### config.mk
export PLATFORM = sky130hd
export DESIGN_NAME = scmc_scan_chain_config_mcast
export DESIGN_NICKNAME = d
export VERILOG_FILES = /design/src/design/scmc_scan_chain_config_mcast.v
export VERILOG_INCLUDE_DIRS = /design/src /design/src/design
export SDC_FILE = /design/constraint.sdc
export NUM_CORES = 1
export LEC_CHECK = 0
export ABC_AREA = 0
export BUFFER_PORTS_ARGS = -buffer_cell sky130_fd_sc_hd__buf_4
export CORE_MARGIN = 3
export CORE_UTILIZATION = 35
export CTS_BUF_LIST = sky130_fd_sc_hd__clkbuf_8
export CTS_CLUSTER_DIAMETER = 60
export DETAILED_ROUTE_END_ITERATION = 12
export PLACE_DENSITY = 0.57
export SYNTH_ARGS = -nofsm -noshare
export SYNTH_HDL_FRONTEND = slang
export SYNTH_SLANG_ARGS = --single-unit
### constraint.sdc
create_clock -name clk_sys_i -period 3.5 [get_ports clk_sys_i]
set_clock_uncertainty 0.2 [all_clocks]
set_input_delay 0 -clock clk_sys_i [delete_from_list [all_inputs] [get_ports clk_sys_i]]
set_output_delay 0 -clock clk_sys_i [all_outputs]
set_load 0.01 [all_outputs]
### src/design/scmc_defs.vh
`ifndef SCMC_DEFS_VH
`define SCMC_DEFS_VH

// number of local scan ports in the largest build
`define SCMC_NUM_PORTS 8

// reset values loaded on entering test-logic-reset
`define SCMC_GROUP_RESET 2'h0
`define SCMC_PRIMARY_RESET 8'h01
`define SCMC_EXTENDED_RESET 8'h00

// primary port configuration field positions
`define SCMC_PRI_PORT0 0
`define SCMC_PRI_PORT2 2
`define SCMC_PRI_TCK_STOP 3
`define SCMC_PRI_LOOPBACK 4
`define SCMC_PRI_PORT3 5
`define SCMC_PRI_PORT4 6
`define SCMC_PRI_CNT_STATUS 7

// extended port configuration field positions (ports 5 to 7)
`define SCMC_EXT_PORT5 0
`define SCMC_EXT_PORT7 2

// upper six bits of every group address; low two bits are the code
`define SCMC_GROUP_ADDR_BASE 6'h0f

// widths
`define SCMC_CFG_W 8
`define SCMC_GROUP_W 2

`endif

### src/design/scmc_scan_chain_config_mcast.v
`timescale 1ns/10ps
`include "scmc_defs.vh"

// What this block does
// - group code register clears to 00 on entering test-logic-reset
// - group codes 00..11 map to addresses 3C, 3D, 3E, 3F hex
// - bridge becomes selected only when group address matches stored code
// - primary port configuration is an eight-bit data register
// - primary configuration loads 00000001 in test-logic-reset, port 0 only
// - bits 0,1,2,4,5,6 shape the chain; bit 3 only steers local clocks
// - all ports parked: input passes own register straight to output
// - release-ports command builds chain from selected local ports
// - bits 0..2 select ports 0..2, ascending, each followed by pad
// - bits 5 and 6 select ports 3 and 4 after port 2, padded
// - extended register low bits select ports 5..7 appended, padded
// - two-bit group code compared to address while awaiting address
// - bit 3 set and ports parked stops local test clocks
// - bit 4 set loops input through register to output, no ports
module scmc_scan_chain_config_mcast (
    input wire clk_sys_i,
    input wire reset_n_i,
    input wire tck_i,
    input wire tms_i,
    input wire tdi_i,
    input wire sel_port_config_primary_i,
    input wire sel_port_config_extended_i,
    input wire sel_group_code_i,
    input wire release_ports_cmd_i,
    input wire wait_for_address_i,
    input wire [7:0] ir_shift_value_i,
    input wire bridge_reg_tdo_i,
    input wire counter_status_i,
    input wire [`SCMC_NUM_PORTS-1:0] lsp_tdo_i,
    output reg tdo_o,
    output reg tdo_oe_o,
    output reg [`SCMC_NUM_PORTS-1:0] lsp_tdi_o,
    output reg lsp_tck_o,
    output wire local_tck_enable_o,
    output wire group_match_o,
    output reg group_selected_o,
    output wire test_logic_reset_o,
    output wire [7:0] port_config_primary_o,
    output wire [7:0] port_config_extended_o,
    output wire [1:0] multicast_group_code_o
);

    // tap states, one-hot
    localparam [15:0] ST_TLR = 16'h0001;
    localparam [15:0] ST_RTI = 16'h0002;
    localparam [15:0] ST_SEL_DR = 16'h0004;
    localparam [15:0] ST_CAP_DR = 16'h0008;
    localparam [15:0] ST_SH_DR = 16'h0010;
    localparam [15:0] ST_EX1_DR = 16'h0020;
    localparam [15:0] ST_PA_DR = 16'h0040;
    localparam [15:0] ST_EX2_DR = 16'h0080;
    localparam [15:0] ST_UPD_DR = 16'h0100;
    localparam [15:0] ST_SEL_IR = 16'h0200;
    localparam [15:0] ST_CAP_IR = 16'h0400;
    localparam [15:0] ST_SH_IR = 16'h0800;
    localparam [15:0] ST_EX1_IR = 16'h1000;
    localparam [15:0] ST_PA_IR = 16'h2000;
    localparam [15:0] ST_EX2_IR = 16'h4000;
    localparam [15:0] ST_UPD_IR = 16'h8000;

    localparam NP = `SCMC_NUM_PORTS;
    localparam IW = NP + 3;

    // pin synchronisers: tck, tms, tdi, local returns
    reg [IW-1:0] sync1_r, sync2_r, sync3_r, flt_r;
    wire [IW-1:0] flt_nxt;
    wire tck_f, tms_f, tdi_f;
    wire [NP-1:0] lsp_tdo_f;
    reg tck_d_r;
    wire tck_rise, tck_fall;

    reg [15:0] state_r, state_nxt;

    // live settings beside their shift stages
    reg [7:0] pri_r, ext_r, pri_sh_r, ext_sh_r;
    reg [1:0] grp_r, grp_sh_r;
    reg [NP-1:0] pad_r;

    reg own_tdo, chain_tdo, node;
    reg [NP-1:0] tdi_nxt;
    integer i;

    wire [NP-1:0] port_sel;
    wire unparked, in_shift;

    // a level counts only once the second and third stages agree
    assign flt_nxt = (sync2_r & ~(sync2_r ^ sync3_r)) |
                     (flt_r & (sync2_r ^ sync3_r));
    assign tck_f = flt_r[0];
    assign tms_f = flt_r[1];
    assign tdi_f = flt_r[2];
    assign lsp_tdo_f = flt_r[IW-1:3];
    assign tck_rise = tck_f & ~tck_d_r;
    assign tck_fall = ~tck_f & tck_d_r;

    always @(posedge clk_sys_i)
    begin
        if (!reset_n_i)
        begin
            sync1_r <= {IW{1'b0}};
            sync2_r <= {IW{1'b0}};
            sync3_r <= {IW{1'b0}};
            flt_r <= {IW{1'b0}};
            tck_d_r <= 1'b0;
        end
        else
        begin
            sync1_r <= {lsp_tdo_i, tdi_i, tms_i, tck_i};
            sync2_r <= sync1_r;
            sync3_r <= sync2_r;
            flt_r <= flt_nxt;
            tck_d_r <= tck_f;
        end
    end

    // standard tap state sequencing on each test clock rise
    always @*
    begin
        case (state_r)
            ST_TLR: state_nxt = tms_f ? ST_TLR : ST_RTI;
            ST_RTI: state_nxt = tms_f ? ST_SEL_DR : ST_RTI;
            ST_SEL_DR: state_nxt = tms_f ? ST_SEL_IR : ST_CAP_DR;
            ST_CAP_DR: state_nxt = tms_f ? ST_EX1_DR : ST_SH_DR;
            ST_SH_DR: state_nxt = tms_f ? ST_EX1_DR : ST_SH_DR;
            ST_EX1_DR: state_nxt = tms_f ? ST_UPD_DR : ST_PA_DR;
            ST_PA_DR: state_nxt = tms_f ? ST_EX2_DR : ST_PA_DR;
            ST_EX2_DR: state_nxt = tms_f ? ST_UPD_DR : ST_SH_DR;
            ST_UPD_DR: state_nxt = tms_f ? ST_SEL_DR : ST_RTI;
            ST_SEL_IR: state_nxt = tms_f ? ST_TLR : ST_CAP_IR;
            ST_CAP_IR: state_nxt = tms_f ? ST_EX1_IR : ST_SH_IR;
            ST_SH_IR: state_nxt = tms_f ? ST_EX1_IR : ST_SH_IR;
            ST_EX1_IR: state_nxt = tms_f ? ST_UPD_IR : ST_PA_IR;
            ST_PA_IR: state_nxt = tms_f ? ST_EX2_IR : ST_PA_IR;
            ST_EX2_IR: state_nxt = tms_f ? ST_UPD_IR : ST_SH_IR;
            ST_UPD_IR: state_nxt = tms_f ? ST_SEL_DR : ST_RTI;
            default: state_nxt = ST_TLR;
        endcase
    end

    always @(posedge clk_sys_i)
    begin
        if (!reset_n_i)
            state_r <= ST_TLR;
        else if (tck_rise)
            state_r <= state_nxt;
    end

    assign test_logic_reset_o = (state_r == ST_TLR);
    assign in_shift = (state_r == ST_SH_DR) || (state_r == ST_SH_IR);

    // group address match; the base keeps the code in the low two bits
    assign group_match_o = wait_for_address_i &&
        (ir_shift_value_i == {`SCMC_GROUP_ADDR_BASE, grp_r});

    // selection latched at update-ir; a foreign group stays unselected
    always @(posedge clk_sys_i)
    begin
        if (!reset_n_i)
            group_selected_o <= 1'b0;
        else if (state_r == ST_TLR)
            group_selected_o <= 1'b0;
        else if (tck_rise && state_r == ST_UPD_IR && wait_for_address_i)
            group_selected_o <= group_match_o;
    end

    // capture / shift / update of the three configuration registers
    always @(posedge clk_sys_i)
    begin
        if (!reset_n_i)
        begin
            pri_r <= `SCMC_PRIMARY_RESET;
            ext_r <= `SCMC_EXTENDED_RESET;
            grp_r <= `SCMC_GROUP_RESET;
            pri_sh_r <= 8'h00;
            ext_sh_r <= 8'h00;
            grp_sh_r <= 2'h0;
        end
        else if (state_r == ST_TLR)
        begin
            pri_r <= `SCMC_PRIMARY_RESET;
            ext_r <= `SCMC_EXTENDED_RESET;
            grp_r <= `SCMC_GROUP_RESET;
        end
        else if (tck_rise)
        begin
            case (state_r)
                ST_CAP_DR:
                begin
                    // status bit is read back live, never stored
                    pri_sh_r <= {counter_status_i, pri_r[6:0]};
                    ext_sh_r <= ext_r;
                    grp_sh_r <= grp_r;
                end
                ST_SH_DR:
                begin
                    if (sel_port_config_primary_i)
                        pri_sh_r <= {tdi_f, pri_sh_r[7:1]};
                    if (sel_port_config_extended_i)
                        ext_sh_r <= {tdi_f, ext_sh_r[7:1]};
                    if (sel_group_code_i)
                        grp_sh_r <= {tdi_f, grp_sh_r[1]};
                end
                ST_UPD_DR:
                begin
                    // settings change here or in test-logic-reset only, so a long shift is harmless
                    if (sel_port_config_primary_i)
                        pri_r <= {1'b0, pri_sh_r[6:0]};
                    if (sel_port_config_extended_i)
                        ext_r <= {5'h00, ext_sh_r[2:0]};
                    if (sel_group_code_i)
                        grp_r <= grp_sh_r;
                end
                default:
                    pri_sh_r <= pri_sh_r;
            endcase
        end
    end

    assign port_config_primary_o = {counter_status_i, pri_r[6:0]};
    assign port_config_extended_o = ext_r;
    assign multicast_group_code_o = grp_r;

    // port order: 0,1,2 then 3,4 then 5,6,7
    assign port_sel = {ext_r[`SCMC_EXT_PORT7:`SCMC_EXT_PORT5],
                       pri_r[`SCMC_PRI_PORT4:`SCMC_PRI_PORT3],
                       pri_r[`SCMC_PRI_PORT2:`SCMC_PRI_PORT0]};
    // bit 3 is left out of the chain, it gates clocks only
    assign unparked = release_ports_cmd_i &&
                      !pri_r[`SCMC_PRI_LOOPBACK];

    // chain walk: own register, then each selected port and its pad
    always @*
    begin
        own_tdo = bridge_reg_tdo_i;
        if (sel_port_config_primary_i)
            own_tdo = pri_sh_r[0];
        else if (sel_port_config_extended_i)
            own_tdo = ext_sh_r[0];
        else if (sel_group_code_i)
            own_tdo = grp_sh_r[0];
        node = own_tdo;
        tdi_nxt = {NP{1'b0}};
        for (i = 0; i < NP; i = i + 1)
        begin
            tdi_nxt[i] = node;
            if (unparked && port_sel[i])
                node = pad_r[i];
        end
        // parked or looped back: node never left the own register
        chain_tdo = node;
    end

    // pads sample on the rise; outputs change on the fall
    always @(posedge clk_sys_i)
    begin
        if (!reset_n_i)
        begin
            pad_r <= {NP{1'b0}};
            tdo_o <= 1'b0;
            tdo_oe_o <= 1'b0;
            lsp_tdi_o <= {NP{1'b0}};
        end
        else
        begin
            if (tck_rise)
                pad_r <= lsp_tdo_f;
            if (tck_fall)
            begin
                tdo_o <= chain_tdo;
                tdo_oe_o <= in_shift;
                lsp_tdi_o <= tdi_nxt;
            end
        end
    end

    // a parked port with bit 3 set gets no clock, saving power
    assign local_tck_enable_o = release_ports_cmd_i |
                                ~pri_r[`SCMC_PRI_TCK_STOP];

    // local clock is re-timed, so it lags the backplane clock slightly
    always @(posedge clk_sys_i)
    begin
        if (!reset_n_i)
            lsp_tck_o <= 1'b0;
        else
            lsp_tck_o <= tck_f & local_tck_enable_o;
    end

endmodule

* Word level (Yosys, flattened, before mapping)
Cells that the tools add are included.
Storage, ports and cells: flip-flop bits (word level) 111, bits of input ports 28, output and inout bits 33, logic and storage cells 107
Cells by class: eq/ne operators 20, mux-type cells 30, bitwise gates (word level) 14, reduce and logical (&&, ||, !) cells 25
Operators with widths (number):
- $pmux 16 s12 | 1
- $mux 16 | 2
- $pmux 8 s2 | 2
- $mux 8 | 3
- $and 11x11->11 | 2
- $mux 9 | 2
- $eq 16x1->1 const B | 1
- $eq 16x10->1 const B | 1
- $eq 16x11->1 const B | 1
- $eq 16x12->1 const B | 1
- $eq 16x13->1 const B | 1
- $eq 16x14->1 const B | 1
- $eq 16x15->1 const B | 1
- $eq 16x16->1 const B | 1
- $eq 16x2->1 const B | 1
- $eq 16x3->1 const B | 1
- $eq 16x4->1 const B | 1
- $eq 16x5->1 const B | 1
- $eq 16x6->1 const B | 1
- $eq 16x7->1 const B | 1
- $eq 16x8->1 const B | 1
- $eq 16x9->1 const B | 1
- $mux 15 | 1
- $mux 13 | 1
- 23 further kinds | 59

* Depth between registers and ports, before layout
Gate-level depths: netlist (run 1).
word-level depth 11, depth in mapped cells 9, gate-level depth less buffers 6

* Least setup slack after synthesis (run 1)
No wires, ideal clock.
path type register -> register, from register state_r[12], to register grp_sh_r[1], library setup time 0.123 ns, data arrival time 1.946 ns, required time 3.177 ns, path slack 1.230 ns, cell stages (with the launch flop) 10, buffers on the path 4, period minus slack after synthesis 2.270 ns, path through dfxtp_1 buf_6 or4_4 buf_6 nor3_4 and4_4 buf_12 buf_12 mux2i_1 a21oi_2
On the way: cells in the longest elaborated chain, start to end 3, elaborated cells on any way between the ends 8, those cells by class 4 x eq/ne; 1 x mux; 1 x bitwise; 2 x reduce/logical
Ends and longest elaborated chain:
- from (decl) | RTL line scmc_scan_chain_config_mcast.v:76 | reg [15:0] state_r, state_nxt;
- from (signal assigned) | RTL line scmc_scan_chain_config_mcast.v:149 | state_r <= state_nxt;
- $eq 16x5->1 (tied with other cells) | RTL line scmc_scan_chain_config_mcast.v:190 | case (state_r)
- $ne 2x2->1 (no source line) (tied with other cells)
- $reduce_and 4->1 (no source line)
- to (signal assigned) | RTL line scmc_scan_chain_config_mcast.v:196 | grp_sh_r <= grp_r;
- to (signal assigned) | RTL line scmc_scan_chain_config_mcast.v:205 | grp_sh_r <= {tdi_f, grp_sh_r[1]};
- to (decl) | RTL line scmc_scan_chain_config_mcast.v:80 | reg [1:0] grp_r, grp_sh_r;
Parallel ways exist; a longest one is shown, timed or not. A chain may end at the register's enable or synchronous reset.

* Worst setup path after layout (run 1)
from register state_r[9], to register pri_sh_r[7]
On the way: cells in the longest elaborated chain, start to end 3, elaborated cells on any way between the ends 8, those cells by class 4 x eq/ne; 1 x mux; 1 x bitwise; 2 x reduce/logical
Ends and longest elaborated chain:
- $eq 16x5->1 (tied with other cells) | RTL line scmc_scan_chain_config_mcast.v:190
- $ne 2x2->1 (no source line) (tied with other cells)
- $reduce_and 4->1 (no source line)
- to (signal assigned) | RTL line scmc_scan_chain_config_mcast.v:194 | pri_sh_r <= {counter_status_i, pri_r[6:0]};
- to (signal assigned) | RTL line scmc_scan_chain_config_mcast.v:201 | pri_sh_r <= {tdi_f, pri_sh_r[7:1]};
- to (signal assigned) | RTL line scmc_scan_chain_config_mcast.v:218 | pri_sh_r <= pri_sh_r;
- to (decl) | RTL line scmc_scan_chain_config_mcast.v:79 | reg [7:0] pri_r, ext_r, pri_sh_r, ext_sh_r;
Parallel ways exist; a longest one is shown, timed or not.

==> results.md, run 1 <==
| Quantity | This run | Unit |
| --- | --- | --- |
| Non-filler instance count after layout | 768 | - |
| Final weighted congestion in routability-driven placement | 0.893 | - |
| Number of stages on the worst hold path | 6 | - |
| Cell taking the most area after synthesis | dfxtp_1 | - |
| Initial core utilization | 36.4 | % |
| Most instantiated flip-flop cell in the synthesis netlist | dfxtp_1 | - |
| RSZ-0062 raised after global routing | false | - |
| Asr flop ratio synth | 0 | % |
| WS Path Type | reg2reg | - |
| Number of buffers created by CTS | 9 | - |
| Post-layout min period | 3070 | ps |
| Relative contribution of the clock network to total power | 36.9 | % |
| Count of pins over their slew limit | 0 | - |
| Layout Area Growth over Synthesis | 20.8 | % |
| Number of top-level pins | 61 | - |
| Worst-path cell chain | or4_4, nor4_2, nand2_1, nor2_2, o21ai_0, a21oi_2, dlygate4sd3_1 | - |
| Starting DRC count in detailed routing | 260 | - |
| Share of synthesized area occupied by flip-flops and latches | 47.6 | % |
| Core Box Area | 12800 | um^2 |
| Top area cells in the synthesized netlist | dfxtp_1 48%, mux2i_1 5.4%, and2_1 5.0% | - |
| Capture instance of the worst register-to-register path | pri_sh_r[7] | - |
| Number of antenna violations at the first check in global routing | 0 | - |
| Dpl hpwl | 7440 | um |
| Number of max-capacitance violations reported | 0 | - |
| Static Leak | 2.12 | nW |
| N_diodes | 0 | - |
| Horiz. Die Dim | 121 | um |
| Setup crit end kind | register | - |
| Die outline height | 121 | um |
| Largest incremental delay on the critical path | 620 | ps |
| Post-Place Setup Slack | 916 | ps |
| Transition time of the tightest slew-check pin | 869 | ps |
| Power spent charging and discharging nets | 0.500 | mW |
| Final Hold Vio Count | 0 | - |
| Detailed-route via count | 3857 | - |
| CTS root buffer | clkbuf_8 | - |
| Synth Cell Area | 4670 | um^2 |
| Clock latency on the worst-skew pair | 380 | ps |
| Critical path launch point type | register | - |
| Met3 layer usage reported by global route | 3.96 | % |
| Setup Total Neg Slack | 0 | ps |
| Pre-Repair DR Iteration Count | 4 | - |
| Number of warnings reported in the yosys synthesis log | 0 | - |
| Count of final setup violators | 0 | - |
| Fillers | 1278 | - |
| DP Cell Count | 720 | - |
| EDFF count, synth | 0 | - |
| Post-route setup slack | 431 | ps |
| Peak fanout along the critical path | 16 | - |
| Power per cell area | 390 | nW/um^2 |
| Share of the clock period used by the worst path | 87.7 | % |
| Required @ worst endpoint | 3620 | ps |
| Fraction of synthesized cell area taken by the top area cell type | 47.6 | % |
| Aggregate routed wire length | 11100 | um |
| Row Count | 41 | - |
| R2R Path Start | state_r[9] | - |
| Worst hold path type | in2reg | - |
| Residual overflow from global routing | 0 | - |
| Reg-to-reg setup timing slack | 430 | ps |
| Share of cells above drive strength 1 | 15.3 | % |
| Via density | 5.02 | - |
| Status | finished, final reports clean | - |
| Worst relative slew slack | 42.0 | % |
| Clock slew seen by the registers of the worst setup and hold paths | 100 | ps |
| Part of the power in combinational logic | 4.7 | % |
| Clock tree sinks | 111 | - |
| Number of instances in the synthesized netlist | 525 | - |
| Largest vdd supply drop | 0.291 | mV |
| Worst hold start | bridge_reg_tdo_i | - |
| CTS H-Tree Depth | 3 | - |
| Number of global-route vias before repair | 3667 | - |
| Cell internal power dissipation | 1.70 | mW |
| Total of buffers placed on input and output ports | 55 | - |
| Layer carrying the most global-route usage | met2 | - |
| Avg Inst Size Synth | 8.89 | um^2 |
| DIE AREA | 14800 | um^2 |
| Unique cell type count in the Yosys netlist | 61 | - |
| Drc violations | 0 | - |
| Smallest hold slack | 122 | ps |
| Met2 Use GR | 22.8 | % |
| Clock tree from TritonCTS | yes | - |
| Cell count of the worst reg-to-reg path | 7 | - |
| Routed len/inst | 14.4 | um |
| Global-route wire length before repair | 18200 | um |
| Max clock buf depth | 2 | - |
| Maximum achievable frequency | 0.326 | GHz |
| Data arrival at the endpoint of the critical path | 3190 | ps |
| Count of antenna-violating nets left after detailed routing | 0 | - |
| Sequential share of power | 58.5 | % |
| Total number of nets in the final design | 619 | - |
| Capture endpoint of the worst hold path | lsp_tdi_o[0] | - |
| GR Layer Usage met1 | 22.1 | % |
| Aggregate global-route resource usage | 15.5 | % |
| Synthesis-stage register bit count | 111 | - |
| Max stage delay cell, worst path | or4_4 | - |
| Maximum number of pins on one net before global-route repair | 60 | - |
| Switching share of power | 22.8 | % |
-- stage by stage --
stage	total power, mW	cell area, um^2	utilization, %
floorplan	1.36	4680	-
global placement	1.39	5100	39.8
detailed placement	1.39	5100	39.8
CTS	2.23	5630	43.9
global route	2.29	5630	43.9
finish	2.20	5630	43.9
-- layout by cell type (no fill, tap or decap), types with 5 or more instances in the layout --
cell           instances
dfxtp_1              111
nand2_1               58
buf_4                 58
a21oi_1               46
o21ai_0               42
nor2_1                40
and2_1                37
dlygate4sd3_1         32
mux2i_1               25
nand3_1               15
nand2b_1              10
clkbuf_8              10
nor3_1                 9
nor2b_1                8
xnor2_1                6
or3_1                  6
nor4_1                 5
a22oi_1                5
conb_1                 5
-- Yosys cell counts, types with 6 or more instances --
cell type,instances
nor3_1,9
mux2i_1,25
nand2b_1,10
nor2b_1,8
nor2_1,40
buf_4,7
a21oi_1,46
o21ai_0,42
dfxtp_1,111
and2_1,37
or3_1,6
nand2_1,58
nand3_1,15
xnor2_1,6
clkbuf_1,20
-- final cells by class --
class	count	area (um^2)	share of cell area, %
repair buffers	90	756	13.4
multi-input cells	375	2210	39.3
inverters	4	15.0	0.266
clock inverters	6	76.3	1.35
well taps	172	215	3.82
flip-flops and latches	111	2220	39.4
clock buffers	10	138	2.44
-- flip-flops by register name (all words and copies together) (netlist names), named ones only --
name                    count
multicast_group_code_o      2
sync3_r                    11
sync2_r                    11
port_config_extended_o      3
pri_sh_r                    8
lsp_tdi_o                   8
tdo_oe_o                    1
sync1_r                    11
group_selected_o            1
tdo_o                       1
ext_sh_r                    8
tck_d_r                     1
pri_r                       7
pad_r                       8
grp_sh_r                    2
lsp_tck_o                   1
state_r                    16
-- worst max-delay path: cells and delay by family, from the launching register on --
kind,cells,cell delay [ps]
compound gates,2,330
flops,1,400
buf+inv,1,550
simple gates,4,1540
-- power groups by stage --
stage	Sequential, mW	Clock, mW	Combinational [mW]
finish	1.28	0.810	0.102
floorplan	1.31	0	0.0456
global route	1.29	0.893	0.113
detailed placement	1.31	0	0.0777
global placement	1.31	0	0.0760
CTS	1.28	0.843	0.103
-- worst max-delay path by stage --
stage                                endpoint  slack, ps   startpoint  cells after the start
floorplan                         grp_sh_r[1]       1230  state_r[12]                      9
global placement                     pri_r[1]        930   state_r[8]                      5
detailed placement  port_config_extended_o[0]        920  state_r[12]                      6
CTS                               pri_sh_r[7]        490   state_r[9]                      7
global route                      pri_sh_r[7]        210   state_r[9]                      7
finish                            pri_sh_r[7]        430   state_r[9]                      7
-- per-layer routing --
layer  up-vias  share of wire, %
met3        12               4.9
met4         0               1.5
met1      1804                50
li1       1946                 -
met5         -                 0
met2        95                44
-- logic make-up (layout without fill, tap and decap cells) --
| kind of cell | count (synthesis) | after routing | share of synthesized area, % |
|---|---|---|---|
| compound gates | 123 | 123 | 15.6 |
| xor+xnor | 9 | 9 | 1.69 |
| other cells | 1 | 5 | 0.0804 |
| buf+inv | 43 | 110 | 5.28 |
| mux | 26 | 26 | 5.60 |
| simple gates | 212 | 212 | 24.1 |
| flops | 111 | 111 | 47.6 |
-- timing repair --
action,CTS,global route
resized for setup,0,0
buffers inserted,0,0
hold endpoints to repair,70,0
hold buffers,32,0
No activity file was read; power rests on OpenSTA's default activity.
==> run 2: changes to the inputs <==
==> constraint.sdc (replaced) <==
create_clock -name clk_sys_i -period 3.5 [get_ports clk_sys_i]
set_clock_uncertainty 0.2 [all_clocks]
set_input_delay 0.175 -clock clk_sys_i [delete_from_list [all_inputs] [get_ports clk_sys_i]]
set_output_delay 0.175 -clock clk_sys_i [all_outputs]
set_load 0.01 [all_outputs]
==> results.md, run 2 (same netlist as run 1, synthesis figures left out) <==
| Quantity | This run | Unit | Delta |
| --- | --- | --- | --- |
| Cell area after placement | 5100 | um^2 | unchanged |
| Post-cts sizing count | 0 | - | unchanged |
| Data arrival at the endpoint of the critical path | 2780 | ps | was 3190 ps |
| Share of the clock period used by the worst path | 78.2 | % | was 87.7% |
| WS Path Type | reg2reg | - | unchanged |
| Final weighted congestion in routability-driven placement | 0.893 | - | unchanged |
| Core Box Area | 12800 | um^2 | unchanged |
| Share of cells above drive strength 1 | 15.7 | % | was 15.3% |
| Number of stages on the worst hold path | 4 | - | was 6 |
| Required @ worst endpoint | 3550 | ps | was 3620 ps |
| Power per cell area | 399 | nW/um^2 | was 390 nW/um^2 |
| Multi-input combinational cell area | 2210 | um^2 | unchanged |
| Number of top-level pins | 61 | - | unchanged |
| Horiz. Die Dim | 121 | um | unchanged |
| CTS H-Tree Depth | 3 | - | unchanged |
| Max clock buf depth | 2 | - | unchanged |
| Layer carrying the most global-route usage | met2 | - | unchanged |
| Number of max-capacitance violations reported | 0 | - | unchanged |
| Aggregate routed wire length | 11000 | um | was 11100 um |
| DIE AREA | 14800 | um^2 | unchanged |
| Die outline height | 121 | um | unchanged |
| Final Hold Vio Count | 0 | - | unchanged |
| Clock latency on the worst-skew pair | 380 | ps | about the same |
| Number of antenna violations at the first check in global routing | 0 | - | unchanged |
| RSZ-0062 raised after global routing | false | - | unchanged |
| Detailed-route via count | 3811 | - | was 3857 |
| Transition time of the tightest slew-check pin | 874 | ps | was 869 ps |
| Setup crit end kind | register | - | unchanged |
| Flip-flop count of the largest register after layout | 16 | - | unchanged |
| Setup Total Neg Slack | 0 | ps | unchanged |
| Worst hold start | sel_group_code_i | - | was bridge_reg_tdo_i |
| Met3 layer usage reported by global route | 3.92 | % | was 3.96% |
| N_diodes | 0 | - | unchanged |
| Peak fanout along the critical path | 9 | - | was 16 |
| Power Total | 2.18 | mW | was 2.20 mW |
| Layout Area Growth over Synthesis | 16.9 | % | was 20.8% |
| Capture endpoint of the worst hold path | multicast_group_code_o[0] | - | was lsp_tdi_o[0] |
| Reg-to-reg setup timing slack | 760 | ps | was 430 ps |
| Row Count | 41 | - | unchanged |
| Cell count of the worst reg-to-reg path | 7 | - | unchanged |
| Clock tree sinks | 111 | - | unchanged |
| Most common cell after layout, fill and taps aside | dfxtp_1 | - | unchanged |
| Total of buffers placed on input and output ports | 55 | - | unchanged |
| Initial core utilization | 36.4 | % | unchanged |
| Status | finished, final reports clean | - | unchanged |
| Global-route wire length before repair | 18000 | um | was 18200 um |
| Met2 Use GR | 22.9 | % | was 22.8% |
| Via density | 5.08 | - | was 5.02 |
| Count of pins over their slew limit | 0 | - | unchanged |
| Clock slew seen by the registers of the worst setup and hold paths | 100 | ps | about the same |
| Count of final setup violators | 0 | - | unchanged |
| Starting DRC count in detailed routing | 263 | - | was 260 |
| Non-filler instance count after layout | 750 | - | was 768 |
| Static Leak | 2.02 | nW | was 2.12 nW |
| R2R Path Start | state_r[12] | - | was state_r[9] |
| Routed len/inst | 14.6 | um | was 14.4 um |
| Post-route cell area | 5450 | um^2 | was 5630 um^2 |
| Post-layout min period | 2740 | ps | was 3070 ps |
| Largest vdd supply drop | 0.284 | mV | was 0.291 mV |
| Pre-Repair DR Iteration Count | 4 | - | unchanged |
| Number of global-route vias before repair | 3641 | - | was 3667 |
| Clock tree from TritonCTS | yes | - | unchanged |
| Total number of nets in the final design | 601 | - | was 619 |
| Aggregate global-route resource usage | 15.3 | % | was 15.5% |
| Dpl hpwl | 7440 | um | unchanged |
| DP Cell Count | 720 | - | unchanged |
| Drc violations | 0 | - | unchanged |
| Count of antenna-violating nets left after detailed routing | 0 | - | unchanged |
| Capture instance of the worst register-to-register path | group_selected_o | - | was pri_sh_r[7] |
| Fillers | 1293 | - | was 1278 |
| Residual overflow from global routing | 0 | - | unchanged |
| Worst relative slew slack | 41.6 | % | was 42.0% |
| Number of buffers created by CTS | 9 | - | unchanged |
| Reg with most FFs | state_r | - | unchanged |
| CTS root buffer | clkbuf_8 | - | unchanged |
| Commonest cells after routing, fill and taps aside | 111 x dfxtp_1, 58 x nand2_1, 58 x buf_4 | - | unchanged |
| Maximum number of pins on one net before global-route repair | 60 | - | unchanged |
| Critical path launch point type | register | - | unchanged |
| Maximum achievable frequency | 0.365 | GHz | was 0.326 GHz |
| Sequential cell area | 2220 | um^2 | unchanged |
| Worst hold path type | in2reg | - | unchanged |
| GR Layer Usage met1 | 21.6 | % | was 22.1% |
-- run 2: changes by cell type in the layout (fill, tap and decap cells not counted), sizes merged --
cell / delta
dlygate4sd3: -18
-- run 2: routing by layer --
metal	routed length, um	vias to the layer above
met1	5470	1793
li1	-	1908
met3	513	12
met5	0	-
met2	4810	98
met4	166	0
-- run 2: final cells by class --
| type | instances | area share (%) |
|---|---|---|
| inverter | 4 | 0.275 |
| tap | 172 | 3.95 |
| timing repair buffer | 72 | 10.6 |
| sequential | 111 | 40.7 |
| clock inverter | 6 | 1.40 |
| multi-input combinational | 375 | 40.6 |
| clock buffer | 10 | 2.52 |
-- run 2: repair_timing --
item / 4_1_cts / 5_1_grt
hold buffers: 14 / 0
setup buffers: 0 / 0
hold endpoints to repair: 13 / 0
-- run 2: worst max-delay path: stages, from the launching register on --
cell and delay (ps):
dfxtp_1 390, nor3_1 380, nand2_1 220, nor4_4 480, nand4b_1 170, mux2i_1 170, dlygate4sd3_1 560, nor2_1 40
-- run 2: power by group --
| group | total, mW | switching, mW | internal [mW] |
|---|---|---|---|
| Clock | 0.806 | 0.446 | 0.361 |
| Sequential | 1.28 | 0.00538 | 1.28 |
| Combinational | 0.0884 | 0.0430 | 0.0454 |
-- run 2: how the worst max path moves through the flow --
stage	from	endpoint	slack (ps)	cells after the start
floorplan	state_r[12]	grp_sh_r[1]	1230	9
global placement	state_r[8]	pri_r[1]	930	5
detailed placement	state_r[12]	port_config_extended_o[0]	920	6
CTS	state_r[12]	group_selected_o	790	7
global route	state_r[12]	group_selected_o	570	7
finish	state_r[12]	group_selected_o	760	7
-- run 2: through the flow --
| stage | setup slack (ps) | utilization [%] | hold slack (ps) |
|---|---|---|---|
| finish | 764 | 42.5 | 30.4 |
| global route | 569 | 42.5 | 45.3 |
| CTS | 789 | 42.5 | 5.19 |
| detailed placement | 916 | 39.8 | 186 |
| global placement | 928 | 39.8 | 182 |
| floorplan | 1230 | - | 102 |
==> run 3: changes to the inputs <==
==> constraint.sdc (replaced) <==
create_clock -name clk_sys_i -period 2.61 [get_ports clk_sys_i]
set_clock_uncertainty 0.2 [all_clocks]
set_input_delay 0.1305 -clock clk_sys_i [delete_from_list [all_inputs] [get_ports clk_sys_i]]
set_output_delay 0.1305 -clock clk_sys_i [all_outputs]
set_load 0.01 [all_outputs]
==> results.md, run 3 (same netlist as run 1, synthesis figures left out) <==
| Quantity | This run | Unit | Delta |
| --- | --- | --- | --- |
| Required @ worst endpoint | 2280 | ps | was 3550 ps |
| Number of buffers created by CTS | 9 | - | unchanged |
| Setup Total Neg Slack | 0 | ps | unchanged |
| Sequential share of power | 58.2 | % | was 58.9% |
| Smallest hold slack | 40.9 | ps | was 30.4 ps |
| Critical path buffer and inverter count | 1 | - | unchanged |
| Reg with most FFs | state_r | - | unchanged |
| Maximum number of pins on one net before global-route repair | 41 | - | was 60 |
| Clock slew seen by the registers of the worst setup and hold paths | 110 | ps | was 100 ps |
| Status | finished, final reports clean | - | unchanged |
| Relative contribution of the clock network to total power | 37.5 | % | was 37.0% |
| DIE AREA | 14800 | um^2 | unchanged |
| Die outline height | 121 | um | unchanged |
| Aggregate global-route resource usage | 15.7 | % | was 15.3% |
| Total of buffers placed on input and output ports | 55 | - | unchanged |
| Critical path launch point type | register | - | unchanged |
| Largest vdd supply drop | 0.311 | mV | was 0.284 mV |
| RSZ-0062 raised after global routing | false | - | unchanged |
| Final Hold Vio Count | 0 | - | unchanged |
| CTS root buffer | clkbuf_8 | - | unchanged |
| Aggregate routed wire length | 11100 | um | was 11000 um |
| Row Count | 41 | - | unchanged |
| Starting DRC count in detailed routing | 184 | - | was 263 |
| Max clock buf depth | 2 | - | unchanged |
| Residual overflow from global routing | 0 | - | unchanged |
| Pre-Repair DR Iteration Count | 5 | - | was 4 |
| Data arrival at the endpoint of the critical path | 2080 | ps | was 2780 ps |
| Power spent charging and discharging nets | 0.687 | mW | was 0.494 mW |
| Number of top-level pins | 61 | - | unchanged |
| Final weighted congestion in routability-driven placement | 0.845 | - | was 0.893 |
| Via density | 5.00 | - | was 5.08 |
| Dpl hpwl | 7860 | um | was 7440 um |
| Drc violations | 0 | - | unchanged |
| Count of final setup violators | 0 | - | unchanged |
| Number of global-route vias before repair | 3735 | - | was 3641 |
| Clock latency on the worst-skew pair | 390 | ps | was 380 ps |
| Commonest cells after routing, fill and taps aside | 111 x dfxtp_1, 73 x buf_4, 58 x nand2_1 | - | was 111 x dfxtp_1, 58 x nand2_1, 58 x buf_4 |
| Maximum achievable frequency | 0.415 | GHz |  |
| Number of antenna violations at the first check in global routing | 0 | - | unchanged |
| Post-layout min period | 2410 | ps |  |
| Count of antenna-violating nets left after detailed routing | 0 | - | unchanged |
| CTS H-Tree Depth | 3 | - | unchanged |
| Number of max-capacitance violations reported | 0 | - | unchanged |
| Worst-path cell chain | or4_4, nor4_1, and3b_1, buf_4 | - | was nor3_1, nand2_1, nor4_4, nand4b_1, mux2i_1, dlygate4sd3_1, nor2_1 |
| Layout Area Growth over Synthesis | 20.3 | % | was 16.9% |
| Initial core utilization | 36.4 | % | unchanged |
| Count of pins over their slew limit | 0 | - | unchanged |
| Flip-flop count of the largest register after layout | 16 | - | unchanged |
| Worst hold path type | in2reg | - | unchanged |
| Routed len/inst | 14.5 | um | was 14.6 um |
| Crit-path leading delay family | simple AND/OR/NAND/NOR gates | - | unchanged |
| Setup crit end kind | output port | - | was register |
| Global-route wire length before repair | 18400 | um | was 18000 um |
| Switching share of power | 23.2 | % | was 22.7% |
| Cell internal power dissipation | 2.27 | mW | was 1.68 mW |
| Power per cell area | 527 | nW/um^2 | was 399 nW/um^2 |
| Share of cells above drive strength 1 | 17.9 | % | was 15.7% |
| N_diodes | 0 | - | unchanged |
| Detailed-route via count | 3845 | - | was 3811 |
| Most common cell after layout, fill and taps aside | dfxtp_1 | - | unchanged |
| Total number of nets in the final design | 620 | - | was 601 |
| Peak fanout along the critical path | 8 | - | was 9 |
| Static Leak | 2.12 | nW | was 2.02 nW |
| WS Path Type | reg2out | - | was reg2reg |
| Clock tree from TritonCTS | yes | - | unchanged |
| Part of the power in combinational logic | 4.4 | % | was 4.1% |
| Horiz. Die Dim | 121 | um | unchanged |
| Largest incremental delay on the critical path | 620 | ps | was 560 ps |
| Worst relative slew slack | 65.6 | % | was 41.6% |
| Post-CTS Setup Inserts | 0 | - | unchanged |
| Clock tree sinks | 111 | - | unchanged |
| Transition time of the tightest slew-check pin | 511 | ps | was 874 ps |
| Core Box Area | 12800 | um^2 | unchanged |
| Share of the clock period used by the worst path | 92.2 | % |  |
| Max stage delay cell, worst path | or4_4 | - | was dlygate4sd3_1 |
[run 3: area by class of cell]
class / count / area (um^2)
fill: 1280 / 7210
sequential: 111 / 2220
multi-input combinational: 375 / 2220
timing repair buffer: 91 / 728
tap: 172 / 215
clock buffer: 10 / 138
clock inverter: 6 / 76.3
inverter: 4 / 15.0
[run 3: timing repair]
| item | 4_1_cts | 5_1_grt |
|---|---|---|
| endpoints found under the setup margin | 0 | 1 |
| resized for setup | 0 | 1 |
| hold buffers | 18 | 0 |
| endpoints found under the hold margin | 30 | 0 |
[run 3: worst paths after layout]
check                             start                   endpoint  slack [ps]  depth (start not counted)
max                          state_r[8]         test_logic_reset_o         200                          4
min          sel_port_config_extended_i  port_config_extended_o[1]          40                          4
max reg2reg                  state_r[8]                grp_sh_r[1]         220                          5
min reg2reg                  sync1_r[1]                 sync2_r[1]         240                          1
[run 3: per-layer routing]
| layer | GRT usage, % | vias to the layer above | share of wire, % |
|---|---|---|---|
| met5 | 0 | - | 0 |
| met3 | 3.96 | 11 | 5.3 |
| met2 | 24.2 | 85 | 44 |
| met1 | 21.7 | 1804 | 50 |
| met4 | 4.83 | 0 | 1.3 |
| li1 | - | 1945 | - |
[run 3: power by group through the flow]
stage | clock [mW] | sequential, mW | combinational (mW)
CTS | 1.15 | 1.72 | 0.130
global placement | 0 | 1.76 | 0.108
detailed placement | 0 | 1.76 | 0.110
global route | 1.21 | 1.72 | 0.143
finish | 1.11 | 1.72 | 0.129
floorplan | 0 | 1.76 | 0.0611
[run 3: metrics by stage]
| step | worst slack (ps) | cells | instance area, um^2 | utilization [%] | total power, mW |
|---|---|---|---|---|---|
| floorplan | 340 | 529 | 4680 | - | 1.82 |
| global placement | 272 | 735 | 5210 | 40.6 | 1.87 |
| detailed placement | 224 | 735 | 5210 | 40.6 | 1.87 |
| CTS | 103 | 769 | 5610 | 43.7 | 3.00 |
| global route | 68.7 | 769 | 5610 | 43.8 | 3.08 |
| finish | 202 | 769 | 5610 | 43.8 | 2.96 |
[run 3: worst min-delay path, stage by stage]
cell and delay, ps:
buf_4 130, nand3_1 160, mux2i_1 100, nor2_1 70
